## src/rtl/crpc_pkg.sv

```systemverilog
// Package for the command ring pointer control block: register offsets,
// field positions, reset values and head report modes.
// Assumes a single core clock and an instruction parser on the same clock.
//
// Overview of operation
// RULE_01 - Tail field bits 20:3, QWord past valid data.
// RULE_02 - Software appends consecutively from tail, never skipping.
// RULE_03 - Dwords before tail hold valid or padding instructions.
// RULE_04 - First command after tail move is batch start.
// RULE_05 - 11-bit wrap count increments on head wrap.
// RULE_06 - Head dword offset advances until it reaches tail.
// RULE_07 - Software sets head before enabling the ring.
// RULE_08 - Program head and tail before enable; empty allowed.
// RULE_09 - Start address bits 31:12, 4KB aligned, uncached.
// RULE_10 - Ring fetches always use the global translation table.
// RULE_11 - Length field 20:12 in pages, zero means one.
// RULE_12 - Event wait bit 11, write one clears.
// RULE_13 - Semaphore wait bit 10, write one clears.
// RULE_14 - Bits 2:1 choose head report interval.
// RULE_15 - Per-process addressing needs report setting two.
// RULE_16 - Enable bit 0 accepted at any time.
// RULE_17 - Pending head bits 31:3 give resume address.
// RULE_18 - Arbitration check consumes pending valid and jumps.
// RULE_19 - Parse only enabled, not waiting, not empty; wrap.
package crpc_pkg;

  // Register byte addresses in the copy engine register space.
  localparam logic [31:0] CRPC_OFS_TAIL    = 32'h0002_2030;
  localparam logic [31:0] CRPC_OFS_HEAD    = 32'h0002_2034;
  localparam logic [31:0] CRPC_OFS_START   = 32'h0002_2038;
  localparam logic [31:0] CRPC_OFS_CTRL    = 32'h0002_203C;
  localparam logic [31:0] CRPC_OFS_PENDING = 32'h0002_2134;

  // Field positions.
  localparam int CRPC_TAIL_LSB  = 3;
  localparam int CRPC_TAIL_MSB  = 20;
  localparam int CRPC_HEAD_LSB  = 2;
  localparam int CRPC_HEAD_MSB  = 20;
  localparam int CRPC_WRAP_LSB  = 21;
  localparam int CRPC_WRAP_MSB  = 31;
  localparam int CRPC_START_LSB = 12;
  localparam int CRPC_START_MSB = 31;
  localparam int CRPC_LEN_LSB   = 12;
  localparam int CRPC_LEN_MSB   = 20;
  localparam int CRPC_EVW_BIT   = 11;
  localparam int CRPC_SEMW_BIT  = 10;
  localparam int CRPC_RPT_LSB   = 1;
  localparam int CRPC_RPT_MSB   = 2;
  localparam int CRPC_EN_BIT    = 0;
  localparam int CRPC_PEND_LSB  = 3;
  localparam int CRPC_PEND_MSB  = 31;
  localparam int CRPC_PVAL_BIT  = 0;

  // Reset values.
  localparam logic [17:0] CRPC_RST_TAIL  = 18'h0_0000;
  localparam logic [18:0] CRPC_RST_HEAD  = 19'h0_0000;
  localparam logic [10:0] CRPC_RST_WRAP  = 11'h000;
  localparam logic [19:0] CRPC_RST_START = 20'h0_0000;
  localparam logic [8:0]  CRPC_RST_LEN   = 9'h000;
  localparam logic [28:0] CRPC_RST_PEND  = 29'h0000_0000;

  // Dwords per 4KB page minus one, appended below the length field.
  localparam logic [9:0]  CRPC_PAGE_LAST = 10'h3FF;

  // Head bits above a report boundary: 64KB, 4KB and 128KB in dwords.
  localparam logic [18:0] CRPC_MASK_64KB  = 19'h7_C000;
  localparam logic [18:0] CRPC_MASK_4KB   = 19'h7_FC00;
  localparam logic [18:0] CRPC_MASK_128KB = 19'h7_8000;

  // Head report interval selection.
  typedef enum logic [1:0] {
    CRPC_RPT_OFF   = 2'h0,
    CRPC_RPT_64KB  = 2'h1,
    CRPC_RPT_4KB   = 2'h2,
    CRPC_RPT_128KB = 2'h3
  } crpc_report_t;

endpackage

```

## src/rtl/crpc_flag.sv

```systemverilog
// Sticky flag with separate set and clear requests.
// Assumes set and clear come from logic on the same clock.
`timescale 1ns/100ps
module crpc_flag (
  // Clock and reset
  input  wire logic clk_sys,
  input  wire logic rst_b,
  // Requests
  input  wire logic set_req,
  input  wire logic clr_req,
  // State
  output logic      flag_q
);

  // A set arriving in the same cycle as a clear wins, so no event is lost.
  always_ff @(posedge clk_sys or negedge rst_b) begin
    if (!rst_b) begin
      flag_q <= 1'b0;
    end else begin
      flag_q <= set_req | (flag_q & ~clr_req);
    end
  end

endmodule // crpc_flag

```

## src/rtl/crpc_ring_ctrl.sv

```systemverilog
// Command ring pointer control: tail, head, wrap count, base, length,
// control flags and pending head for the copy engine command streamer.
// The block tracks pointers only; it neither fetches nor decodes commands.
// Assumes the instruction parser and register access run on clk_sys, so no
// input needs synchronising, and that the parser waits for fetch_addr to
// follow each head step before it reports the next one.
`timescale 1ns/100ps
module crpc_ring_ctrl
  import crpc_pkg::*;
(
  // Clock and reset
  input  wire logic        clk_sys,
  input  wire logic        rst_b,
  // Register access port
  input  wire logic        reg_wr_en,
  input  wire logic        reg_rd_en,
  input  wire logic [31:0] reg_addr,
  input  wire logic [31:0] reg_wdata,
  output logic      [31:0] reg_rdata,
  output logic             reg_rvalid,
  // Parser events
  input  wire logic        parse_advance,
  input  wire logic        event_wait_start,
  input  wire logic        event_cond_clear,
  input  wire logic        sem_wait_start,
  input  wire logic        sem_cond_met,
  input  wire logic        arb_check,
  // Fetch side toward memory
  output logic             fetch_active,
  output logic      [31:0] fetch_addr,
  output logic             fetch_global_tt,
  output logic             ring_empty,
  // Preemption and head reporting
  output logic             preempt_taken,
  output logic             report_req,
  output logic      [31:0] report_data
);

  // Register state. Next-value signals carry the _d ending and feed the
  // flops further down.
  logic [17:0] tail_q;
  logic [18:0] head_q;
  logic [18:0] head_d;
  logic [10:0] wrap_q;
  logic [10:0] wrap_d;
  logic [19:0] start_q;
  logic [8:0]  len_q;
  logic [1:0]  rpt_q;
  logic        en_q;
  logic [28:0] pend_q;
  logic        evw_q;
  logic        semw_q;
  logic        pval_q;

  // Output flops.
  logic [31:0] rdata_q;
  logic        rvalid_q;
  logic        active_q;
  logic [31:0] faddr_q;
  logic        empty_q;
  logic        preempt_q;
  logic        rpt_req_q;
  logic [31:0] rpt_data_q;

  // Address decode. Addresses are compared in full, so aliases never hit
  // a register and unmapped accesses fall through harmlessly.
  wire sel_tail  = (reg_addr == CRPC_OFS_TAIL);
  wire sel_head  = (reg_addr == CRPC_OFS_HEAD);
  wire sel_start = (reg_addr == CRPC_OFS_START);
  wire sel_ctrl  = (reg_addr == CRPC_OFS_CTRL);
  wire sel_pend  = (reg_addr == CRPC_OFS_PENDING);
  wire wr_tail   = reg_wr_en & sel_tail;
  wire wr_head   = reg_wr_en & sel_head;
  wire wr_start  = reg_wr_en & sel_start;
  wire wr_ctrl   = reg_wr_en & sel_ctrl;
  wire wr_pend   = reg_wr_en & sel_pend;

  // Ring status. The head is a dword offset and the tail a QWord offset,
  // so the ring is empty once the head's QWord matches the tail.
  wire        empty_w    = (head_q[18:1] == tail_q); // RULE_06
  wire        waiting_w  = evw_q | semw_q;
  wire        active_w   = en_q & ~waiting_w & ~empty_w; // RULE_19
  wire        step_w     = parse_advance & active_w;
  // Last dword of the ring: a length of zero still gives one page. The wrap
  // is an equality test, so a length cut below the head while the ring runs
  // lets the head pass the end; software must not shrink a live ring.
  wire [18:0] last_dw    = {len_q, CRPC_PAGE_LAST}; // RULE_11
  wire        wrap_w     = step_w & (head_q == last_dw); // RULE_19
  wire [18:0] head_inc   = wrap_w ? CRPC_RST_HEAD : (head_q + 19'h0_0001);
  wire        consume_w  = arb_check & en_q;
  wire        jump_w     = consume_w & pval_q; // RULE_18

  // Preemption target, expressed as a dword offset from the ring base. The
  // subtraction is modular: a pending address outside the ring lands on an
  // arbitrary offset, which is the price of keeping the head a plain offset.
  wire [31:0] base_addr  = {start_q, 12'h000};
  wire [31:0] pend_addr  = {pend_q, 3'h0}; // RULE_17
  wire [31:0] pend_off   = pend_addr - base_addr;

  // Head and wrap count next values. A jump takes the pending address held
  // at the moment of the check; a head write while enabled is undefined.
  always_comb begin
    head_d = head_q;
    wrap_d = wrap_q;
    if (wr_head) begin
      head_d = reg_wdata[CRPC_HEAD_MSB:CRPC_HEAD_LSB];
      wrap_d = reg_wdata[CRPC_WRAP_MSB:CRPC_WRAP_LSB];
    end else if (jump_w) begin
      head_d = pend_off[20:2]; // RULE_18
    end else if (step_w) begin
      head_d = head_inc; // RULE_06
      if (wrap_w) begin
        wrap_d = wrap_q + 11'h001; // RULE_05
      end
    end
  end

  // Head report boundary for the selected interval.
  wire [18:0] rpt_mask = (rpt_q == CRPC_RPT_64KB)  ? CRPC_MASK_64KB :
                         (rpt_q == CRPC_RPT_4KB)   ? CRPC_MASK_4KB :
                         (rpt_q == CRPC_RPT_128KB) ? CRPC_MASK_128KB : 19'h0_0000; // RULE_14
  // A crossing is a change in the head bits above the boundary, which also
  // catches the wrap back to zero when the ring is longer than the interval.
  // Head writes and preemption jumps are not steps and report only when a
  // crossing step falls in the same cycle; software reads the head itself after either.
  wire        cross_w  = step_w & (rpt_q != CRPC_RPT_OFF) &
                         ((head_inc & rpt_mask) != (head_q & rpt_mask)); // RULE_14

  // Read mux; reserved bits read as zero and unmapped addresses read zero.
  wire [31:0] rd_tail  = {11'h000, tail_q, 3'h0};
  wire [31:0] rd_head  = {wrap_q, head_q, 2'h0};
  wire [31:0] rd_start = {start_q, 12'h000};
  wire [31:0] rd_ctrl  = {11'h000, len_q, evw_q, semw_q, 7'h00, rpt_q, en_q};
  wire [31:0] rd_pend  = {pend_q, 2'h0, pval_q};
  wire [31:0] rd_mux   = sel_tail  ? rd_tail  :
                         sel_head  ? rd_head  :
                         sel_start ? rd_start :
                         sel_ctrl  ? rd_ctrl  :
                         sel_pend  ? rd_pend  : 32'h0000_0000;

  // Wait and pending flag requests. Writing one to a wait bit clears it,
  // which drops the ring back into arbitration.
  wire evw_set   = event_wait_start & en_q;
  wire evw_clr   = (wr_ctrl & reg_wdata[CRPC_EVW_BIT]) | event_cond_clear; // RULE_12
  wire semw_set  = sem_wait_start & en_q;
  wire semw_clr  = (wr_ctrl & reg_wdata[CRPC_SEMW_BIT]) | sem_cond_met; // RULE_13
  wire pval_set  = wr_pend & reg_wdata[CRPC_PVAL_BIT]; // RULE_18
  wire pval_clr  = (wr_pend & ~reg_wdata[CRPC_PVAL_BIT]) | consume_w; // RULE_18

  // Next values of the state that fetch_active and ring_empty summarise. The
  // fetch outputs are built from these so that they move at the same edge as
  // the enable, the tail and the wait flags. Built from the present values
  // instead, a disable would leave fetch_active high for one cycle with the
  // table select already low, and a tail move would report a stale empty.
  wire [17:0] tail_d   = wr_tail ? reg_wdata[CRPC_TAIL_MSB:CRPC_TAIL_LSB] : tail_q; // RULE_01
  wire        en_d     = wr_ctrl ? reg_wdata[CRPC_EN_BIT] : en_q; // RULE_16
  // These mirror the flag cells, set winning over clear.
  wire        evw_d    = evw_set | (evw_q & ~evw_clr); // RULE_12
  wire        semw_d   = semw_set | (semw_q & ~semw_clr); // RULE_13
  wire        empty_d  = (head_d[18:1] == tail_d); // RULE_06
  wire        active_d = en_d & ~(evw_d | semw_d) & ~empty_d; // RULE_19

  // Event wait flag; the parser's own set beats a same-cycle clear, so a
  // fresh wait is never lost to a stale clear.
  crpc_flag u_evw_flag (
    .clk_sys (clk_sys),
    .rst_b   (rst_b),
    .set_req (evw_set),
    .clr_req (evw_clr),
    .flag_q  (evw_q)
  );

  // Semaphore wait flag. A met compare clears it just as a software write
  // of one does.
  crpc_flag u_semw_flag (
    .clk_sys (clk_sys),
    .rst_b   (rst_b),
    .set_req (semw_set),
    .clr_req (semw_clr),
    .flag_q  (semw_q)
  );

  // Pending head valid flag; a software set beats a same-cycle consume.
  crpc_flag u_pval_flag (
    .clk_sys (clk_sys),
    .rst_b   (rst_b),
    .set_req (pval_set),
    .clr_req (pval_clr),
    .flag_q  (pval_q)
  );

  // Tail register. Software alone moves it; the device only compares. A head
  // on the second dword of the tail QWord also counts as empty.
  always_ff @(posedge clk_sys or negedge rst_b) begin
    if (!rst_b) begin
      tail_q <= CRPC_RST_TAIL;
    end else if (wr_tail) begin
      tail_q <= reg_wdata[CRPC_TAIL_MSB:CRPC_TAIL_LSB]; // RULE_01
    end
  end

  // Head offset and wrap count. The count is a plain 11-bit adder, so it
  // rolls over to zero on its own; together with the head it tags commands.
  always_ff @(posedge clk_sys or negedge rst_b) begin
    if (!rst_b) begin
      head_q <= CRPC_RST_HEAD;
      wrap_q <= CRPC_RST_WRAP;
    end else begin
      head_q <= head_d;
      wrap_q <= wrap_d;
    end
  end

  // Ring base; only bits 31:12 are held, so the base stays page aligned.
  always_ff @(posedge clk_sys or negedge rst_b) begin
    if (!rst_b) begin
      start_q <= CRPC_RST_START;
    end else if (wr_start) begin
      start_q <= reg_wdata[CRPC_START_MSB:CRPC_START_LSB]; // RULE_09
    end
  end

  // Control fields. Enable takes effect at once, whatever is pending. The
  // wait bits live in the flag cells, so a disable leaves a wait standing;
  // software clears it by writing one if the ring is to restart clean.
  always_ff @(posedge clk_sys or negedge rst_b) begin
    if (!rst_b) begin
      len_q <= CRPC_RST_LEN;
      rpt_q <= CRPC_RPT_OFF;
      en_q  <= 1'b0;
    end else if (wr_ctrl) begin
      len_q <= reg_wdata[CRPC_LEN_MSB:CRPC_LEN_LSB]; // RULE_11
      rpt_q <= reg_wdata[CRPC_RPT_MSB:CRPC_RPT_LSB]; // RULE_14
      en_q  <= reg_wdata[CRPC_EN_BIT]; // RULE_16
    end
  end

  // Pending head address. A write here always replaces the address, so the
  // valid bit and the address move together in one access.
  always_ff @(posedge clk_sys or negedge rst_b) begin
    if (!rst_b) begin
      pend_q <= CRPC_RST_PEND;
    end else if (wr_pend) begin
      pend_q <= reg_wdata[CRPC_PEND_MSB:CRPC_PEND_LSB]; // RULE_17
    end
  end

  // Read data returns one cycle after the read strobe. The data lines fall
  // to zero between reads so a late sample shows nothing stale.
  always_ff @(posedge clk_sys or negedge rst_b) begin
    if (!rst_b) begin
      rdata_q  <= 32'h0000_0000;
      rvalid_q <= 1'b0;
    end else begin
      rdata_q  <= reg_rd_en ? rd_mux : 32'h0000_0000;
      rvalid_q <= reg_rd_en;
    end
  end

  // Fetch outputs. The address follows the next head, so it is current in
  // the cycle after a step; the parser must wait for it before the next step.
  // The ring reads empty out of reset, matching head and tail both at zero.
  always_ff @(posedge clk_sys or negedge rst_b) begin
    if (!rst_b) begin
      active_q <= 1'b0;
      faddr_q  <= 32'h0000_0000;
      empty_q  <= 1'b1;
    end else begin
      active_q <= active_d; // RULE_19
      faddr_q  <= base_addr + {11'h000, head_d, 2'h0}; // RULE_09
      empty_q  <= empty_d; // RULE_06
    end
  end

  // Preemption and head report pulses.
  always_ff @(posedge clk_sys or negedge rst_b) begin
    if (!rst_b) begin
      preempt_q  <= 1'b0;
      rpt_req_q  <= 1'b0;
      rpt_data_q <= 32'h0000_0000;
    end else begin
      preempt_q  <= jump_w; // RULE_18
      rpt_req_q  <= cross_w; // RULE_14
      if (cross_w) begin
        rpt_data_q <= {wrap_d, head_d, 2'h0}; // RULE_05
      end
    end
  end

  // Ring fetches never use a per-process address space; the select is held
  // low only while the ring is off, when nothing is fetched.
  assign fetch_global_tt = en_q; // RULE_10

  // Outputs. Each one is driven straight from a flop, never from logic,
  // so the far side sees clean levels.
  assign reg_rdata     = rdata_q;
  assign reg_rvalid    = rvalid_q;
  assign fetch_active  = active_q;
  assign fetch_addr    = faddr_q;
  assign ring_empty    = empty_q;
  assign preempt_taken = preempt_q;
  assign report_req    = rpt_req_q;
  assign report_data   = rpt_data_q;

endmodule // crpc_ring_ctrl

```

## config.mk

```make
export PLATFORM = sky130hd
export DESIGN_NAME = crpc_ring_ctrl
export DESIGN_NICKNAME = d
export VERILOG_FILES = /design/src/rtl/crpc_pkg.sv /design/src/rtl/crpc_flag.sv /design/src/rtl/crpc_ring_ctrl.sv
export SDC_FILE = /design/constraint.sdc
export NUM_CORES = 1
export LEC_CHECK = 0
export BUFFER_PORTS_ARGS = -buffer_cell sky130_fd_sc_hd__buf_4
export CELL_PAD_IN_SITES_DETAIL_PLACEMENT = 0
export CELL_PAD_IN_SITES_GLOBAL_PLACEMENT = 2
export CORE_MARGIN = 5
export CORE_UTILIZATION = 39
export DETAILED_ROUTE_END_ITERATION = 16
export GPL_TIMING_DRIVEN = 0
export HOLD_SLACK_MARGIN = 0.03
export PLACE_DENSITY = 0.94
export SYNTH_ARGS = -nofsm -noshare
export SYNTH_HDL_FRONTEND = slang
export SYNTH_HIERARCHICAL = 1
export SYNTH_SLANG_ARGS = --single-unit
```

## constraint.sdc

```tcl
create_clock -name clk_sys -period 7.2 [get_ports clk_sys]
set_input_delay 0.72 -clock clk_sys [delete_from_list [all_inputs] [get_ports clk_sys]]
set_output_delay 0.72 -clock clk_sys [all_outputs]
set_load 0.03 [all_outputs]
```

==> results of run 1 <==
==> cell families after synthesis <==
group | count (synthesis) | synth area share, %
and+or+nand+nor | 432 | 19.22
AOI/OAI and AO/OA | 224 | 13.27
other | 1 | 0.03287
adders and majority gates | 24 | 2.764
xor gates and xnor gates | 73 | 5.605
buffers and inverters | 128 | 5.265
DFF | 199 | 43.67
muxes | 105 | 10.18
==> layer usage <==
metal	wire length, um	vias to the layer above
met5	0	-
met2	19260	415
li1	-	4560
met1	17380	4907
met3	3126	81
met4	1269	0
==> power by group through the flow <==
stage                     clock network [uW]  registers, uW  logic [uW]
after floorplan                            0           1140        30.3
after global placement                     0           1140         110
after detailed placement                   0           1140         113
after CTS                               1020           1120         113
after global routing                    1070           1120         122
final                                   1010           1120         112
==> flip-flops by register name, indices dropped and copies added (netlist names) <==
signal,count
fetch_active,1
fetch_addr,20
fetch_global_tt,1
head_q,19
len_q,9
pend_q,29
preempt_taken,1
reg_rdata,32
reg_rvalid,1
report_data,30
report_req,1
ring_empty,1
rpt_q,2
start_q,20
tail_q,18
u_evw_flag/flag_q,1
u_pval_flag/flag_q,1
u_semw_flag/flag_q,1
wrap_q,11
==> stage by stage <==
step                cell area [um2]  setup WS (ns)  hold WS [ns]
finish                        13830          1.808        0.2916
global route                  13830          1.552        0.3478
CTS                           13820          1.938        0.3207
detailed placement            13200          1.730        0.4890
global placement              13170          1.780        0.4701
floorplan                     11420          2.882        0.4244
==> layout make-up <==
class | count | area share, %
clock buffers | 17 | 3.076
multi-input cells | 862 | 42.25
well taps | 384 | 3.474
repair buffers | 170 | 9.428
flip-flops and latches | 199 | 36.02
inverters | 47 | 1.276
plain buffers | 81 | 3.067
clock inverters | 15 | 1.402
==> final timing paths <==
path | startpoint | end | slack, ns | depth (start not counted)
max in group asynchronous | rst_b | pend_q[12] | 5.90 | 2
worst max register to register | head_q[1] | fetch_addr[28] | 1.81 | 18
worst min register to register | report_data[14] | report_data[14] | 0.51 | 2
worst min-delay path | rst_b | pend_q[25] | 0.29 | 1
min in group clk_sys | reg_rd_en | reg_rvalid | 0.45 | 1
worst max-delay path | head_q[1] | fetch_addr[28] | 1.81 | 18
==> Yosys cell counts, types with 17 or more instances <==
master / instances
dfrtp_1: 198
xnor2_1: 40
nand3_1: 29
nand4_1: 17
ha_1: 22
clkbuf_1: 25
mux2i_1: 20
buf_4: 18
nand2_1: 121
mux2_2: 84
nor2_1: 140
a211oi_1: 17
buf_2: 30
nor4_1: 20
nor3_1: 18
inv_1: 44
xor2_1: 33
a21oi_1: 38
o21ai_0: 59
==> critical path, cell delays in order, from the launching register on <==
cell,delay [ns]
dfrtp_1,0.56
ha_1,0.30
and3_1,0.36
nand3_4,0.16
nor4_4,0.66
o211ai_2,0.37
nand2_1,0.29
o21ai_0,0.41
ha_1,0.50
a21oi_1,0.09
a21boi_0,0.17
o21ai_0,0.12
a21boi_0,0.26
o21a_1,0.14
nor2_1,0.05
o21bai_1,0.16
and3_1,0.35
nand4_1,0.16
xnor2_1,0.15
==> run_results.csv, run 1 <==
group,metric,value,unit
run_status,status,"finished clean",
floorplan,die_h,181.0,um
floorplan,ios,176,
cts,post-cts-setup-buffer-count,0,
cells_and_area,final_common_cell,"dfrtp_1",
worst_setup_path,end_kind,"flip-flop",
cells_and_area,postLayoutCoreUtil,48.05,%
detailed_routing,drtAntennaViolNets,0,
synthesis,synth_top_area_cell,"dfrtp_1",
global_route,use_met3,5.409,%
floorplan,initial_core_util,39.64,%
cells_and_area,regArea,4981,um2
cells_and_area,n_fill_cell,2744,
global_route,antenna_found_initial,0,
timing,period_share,74.89,%
cells_and_area,final_cell_mix,"198 x dfrtp_1, 186 x buf_4, 140 x nor2_1, 121 x nand2_1, 84 x mux2_2",
cts,cts_tree,"done",
worst_setup_path,cp-start-kind,"flip-flop",
placed_design,hpwl,31380,um
placed_design,port_buffers,169,
global_route,use_met2,39.98,%
floorplan,dieWidth,181.0,um
global_route,grt.met1_usage,32.82,%
cts,clock_sinks,199,
worst_setup_path,path_class,"reg -> reg",
timing,slew_viol_final,0,
synthesis,synth_top_area_share,43.44,%
detailed_routing,avgRoutedWirePerCell,23.12,um
power,peakVddDrop,0.0001170,V
detailed_routing,drc_errors,0,
cts,cts_max_level,4,
global_route,grt_overflow_total,0,
synthesis,postSynthAreaPerCell,9.618,um2
detailed_routing,vias_per_cell,5.613,
global_route,grt.busiest_layer,"met2",
synthesis,ys_top_cells_by_area,"dfrtp_1 43%, mux2_2 8.3%, nor2_1 4.6%",
cts,cts_buffers,17,
global_route,first_global_vias,10095,
power,leakagePower,0.006875,uW
cells_and_area,drive_above_1_share,26.46,%
cts,holdBufCountCts,0,
worst_setup_path,required,7.53,ns
power,power.total,2235,uW
detailed_routing,dr.pass1.iters,5,
cts,root_buffer,"clkbuf_16",
power,power_density,161.6,nW/um2
worst_setup_path,worstPathMaxFanout,10,
power,p_seq_share,50.0,%
synthesis,yosys.cell_types.count,81,
power,p_switching,597.0,uW
timing,final_hold_viol_count,0,
power,p_int,1638,uW
synthesis,synth-seq-cells,199,
timing,rsz0062_at_grt,"no",
cells_and_area,antenna_cells,0,
synthesis,syn_area,11410,um2
timing,slew_headroom,4.356,%
floorplan,rows,62,
synthesis,synth_ff_type,"dfrtp_1",
flow_run,maxCapViolations,0,
timing,fin_crit,5.392,ns
timing,finalSetupViolCount,0,
timing,setup_tns,0,ns
synthesis,synth_cells,1186,
floorplan,coreArea,28780,um2
power,p_comb_share,5.0,%
detailed_routing,num_vias,9963,
global_route,grt_first_pass_wirelength,61910,um
synthesis,synth_warnings,6,
synthesis,synth_edf_count,0,
cts,worstSkewPairLatency,0.45,ns
cts,cts_resized,0,
power,clockPowerShare,45.0,%
cts,clk_pin_slew_worst_paths,0.09,ns
cells_and_area,finalNonFillerCells,1775,
power,swShare,26.71,%
synthesis,async_reset_ff_share,100.0,%
placed_design,dp_cells,1743,
synthesis,synth_seq_area_share,43.67,%
timing,fmax,185.5,MHz
cells_and_area,nNetsFinal,1476,
global_route,grt_max_degree,107,
detailed_routing,drt-total-wl,41030,um
cells_and_area,area_delta_synth_final,21.22,%
global_route,grt_usage,24.49,%
cells_and_area,multi_input_area,5843,um2
placed_design,place_congestion,0.9518,
timing,finalClockSkew,0.01511,ns
hold_path,hp-class,"in -> async",
floorplan,dieArea,32770,um2
cts,ctsLongestPathBuffers,2,
timing,worst_slew_pin_slew,1.424,ns
detailed_routing,drt-initial-drc-count,1041,
worst_setup_path,crit_arrival,5.73,ns
(Power assumes the default switching activity.)
==> run 2: changes to the inputs <==
--- a/config.mk
+++ b/config.mk
@@ -9,11 +9,11 @@
 export CELL_PAD_IN_SITES_DETAIL_PLACEMENT = 0
 export CELL_PAD_IN_SITES_GLOBAL_PLACEMENT = 2
 export CORE_MARGIN = 5
-export CORE_UTILIZATION = 39
+export CORE_UTILIZATION = 32
 export DETAILED_ROUTE_END_ITERATION = 16
 export GPL_TIMING_DRIVEN = 0
 export HOLD_SLACK_MARGIN = 0.03
-export PLACE_DENSITY = 0.94
+export PLACE_DENSITY = 0.84
 export SYNTH_ARGS = -nofsm -noshare
 export SYNTH_HDL_FRONTEND = slang
 export SYNTH_HIERARCHICAL = 1
==> constraint.sdc (replaced) <==
create_clock -name clk_sys -period 4.9 [get_ports clk_sys]
set_input_delay 0.49 -clock clk_sys [delete_from_list [all_inputs] [get_ports clk_sys]]
set_output_delay 0.49 -clock clk_sys [all_outputs]
set_load 0.03 [all_outputs]
==> run 2 against run 1 <==
Compared with the run above: core utilization is 8.2 points lower; global-route usage down 2.9 points; first-iteration DRC count is 22% lower; clock skew is 0.014 ns higher; worst hold slack lost 0.25 ns; critical path depth unchanged; sequential share of layout area decreased by 0.73 points; worst setup slack lost 1.5 ns; register-to-register slack worse by 1.5 ns; clock power up 55%; final cell count grew 4.7%; critical path type unchanged.
==> run_results.csv, run 2 (synthesis gave the netlist of run 1 again) <==
group,metric,value,unit
run_status,status,"finished clean",
cts,root_buffer,"clkbuf_16",
timing,slew_viol_final,0,
power,leakagePower,0.006943,uW
timing,finalClockSkew,0.02918,ns
detailed_routing,dr.pass1.iters,5,
placed_design,place_congestion,0.9383,
global_route,grt_first_pass_wirelength,64280,um
worst_setup_path,crit_arrival,4.98,ns
hold_path,hp-class,"in -> async",
floorplan,rows,69,
cells_and_area,drive_above_1_share,28.35,%
cells_and_area,nNetsFinal,1482,
timing,period_share,94.50,%
floorplan,dieArea,39520,um2
floorplan,die_h,198.8,um
timing,fmax,216.0,MHz
cts,cts_buffers,17,
worst_setup_path,worstPathMaxFanout,7,
timing,slew_headroom,35.47,%
cts,cts_max_level,4,
cts,ctsLongestPathBuffers,2,
detailed_routing,vias_per_cell,5.304,
placed_design,dp_cells,1821,
worst_setup_path,r2r_start,"head_q[1]",
timing,fin_crit,4.630,ns
flow_run,maxCapViolations,0,
detailed_routing,drt-initial-drc-count,816,
worst_setup_path,cp-start-kind,"flip-flop",
cts,cts_tree,"done",
cells_and_area,final_common_cell,"dfrtp_1",
global_route,grt_usage,21.62,%
power,power.total,3379,uW
power,peakVddDrop,0.0002495,V
cells_and_area,area_delta_synth_final,23.80,%
worst_setup_path,path_class,"reg -> reg",
detailed_routing,drt-total-wl,43160,um
placed_design,hpwl,32870,um
floorplan,initial_core_util,32.23,%
global_route,grt_overflow_total,0,
floorplan,ios,176,
global_route,grt_max_degree,104,
detailed_routing,num_vias,9855,
power,power_density,239.3,nW/um2
detailed_routing,drtAntennaViolNets,0,
timing,rsz0062_at_grt,"yes",
placed_design,placed_area,13310,um2
cells_and_area,final_cell_mix,"196 x dfrtp_1, 193 x buf_4, 139 x nor2_1, 121 x nand2_1, 84 x mux2_2",
timing,final_hold_viol_count,0,
cells_and_area,postLayoutCellArea,14120,um2
floorplan,dieWidth,198.8,um
timing,whs,0.03737,ns
timing,worst_slew_pin_slew,0.9680,ns
worst_setup_path,startpoint,"head_q[1]",
cells_and_area,finalNonFillerCells,1858,
cells_and_area,n_fill_cell,3562,
cts,clk_pin_slew_worst_paths,0.09,ns
cts,worstSkewPairLatency,0.48,ns
timing,finalSetupViolCount,0,
worst_setup_path,required,5.25,ns
global_route,antenna_found_initial,1,
detailed_routing,drc_errors,0,
cells_and_area,largest_reg_flops,32,
cts,clock_sinks,199,
global_route,first_global_vias,10058,
detailed_routing,avgRoutedWirePerCell,23.23,um
placed_design,port_buffers,169,
worst_setup_path,end_kind,"flip-flop",
cells_and_area,antenna_cells,0,
floorplan,coreArea,35400,um2
## run 2: metal layers
metal	global-route usage, %	part of all wire (%)	vias to the layer above
met5	0	0.046	-
met4	6.079	2.3	2
met3	5.810	8.1	61
met2	34.18	47	341
met1	29.35	43	4886
li1	-	-	4565
## run 2: stage by stage
step	setup slack (ns)	TNS [ns]	utilization (%)
2_1_floorplan	0.8117	0	-
3_3_place_gp	-0.5134	-3.645	37.47
3_5_place_dp	-0.5075	-3.775	37.60
4_1_cts	0.01390	0	39.65
5_1_grt	-0.006328	-0.006328	39.90
6_report	0.2695	0	39.90
## run 2: worst max-delay path, cell delays in order, from the launching register on
cell and delay, ns:
dfrtp_2 0.49, ha_1 0.27, and3_2 0.30, nand3_4 0.16
or4_1 0.51, a221o_1 0.34, a211oi_2 0.36, nor2_2 0.14
ha_1 0.29, a21o_1 0.18, a21o_1 0.20, a21oi_1 0.15
nor2b_1 0.07, o21ai_0 0.14, a21boi_0 0.12, o21ai_0 0.26
a21o_2 0.30, nor2_1 0.09, xor2_1 0.14
## run 2: worst paths after layout
check | end | slack [ns] | cells after the start
max | fetch_addr[25] | 0.27 | 18
min | fetch_addr[26] | 0.04 | 1
max reg2reg | fetch_addr[25] | 0.27 | 18
min reg2reg | fetch_addr[31] | 0.49 | 1
max in group asynchronous | head_q[0] | 3.84 | 2
min in group clk_sys | reg_rvalid | 0.20 | 1
## run 2: cell type report
cell class | count | area (um2) | area share (%)
multi-input cells | 862 | 5952 | 42.15
flip-flops and latches | 199 | 4984 | 35.29
well taps | 461 | 576.8 | 4.084
repair buffers | 179 | 1369 | 9.693
inverters | 47 | 176.4 | 1.249
clock buffers | 17 | 425.4 | 3.012
clock inverters | 15 | 229.0 | 1.621
plain buffers | 78 | 410.4 | 2.906
## run 2: what timing repair did
item                       CTS  global route
hold endpoints to repair     0             0
pin swaps                    2             3
buffers inserted             4             4
setup endpoints to repair   11             9
gates resized for setup     12            14
hold buffers                 0             0
## run 2: power breakdown
| group | internal, uW | switching, uW |
|---|---|---|
| Sequential | 1640 | 0.0956 |
| Clock | 765 | 807 |
| Combinational | 59.7 | 106 |
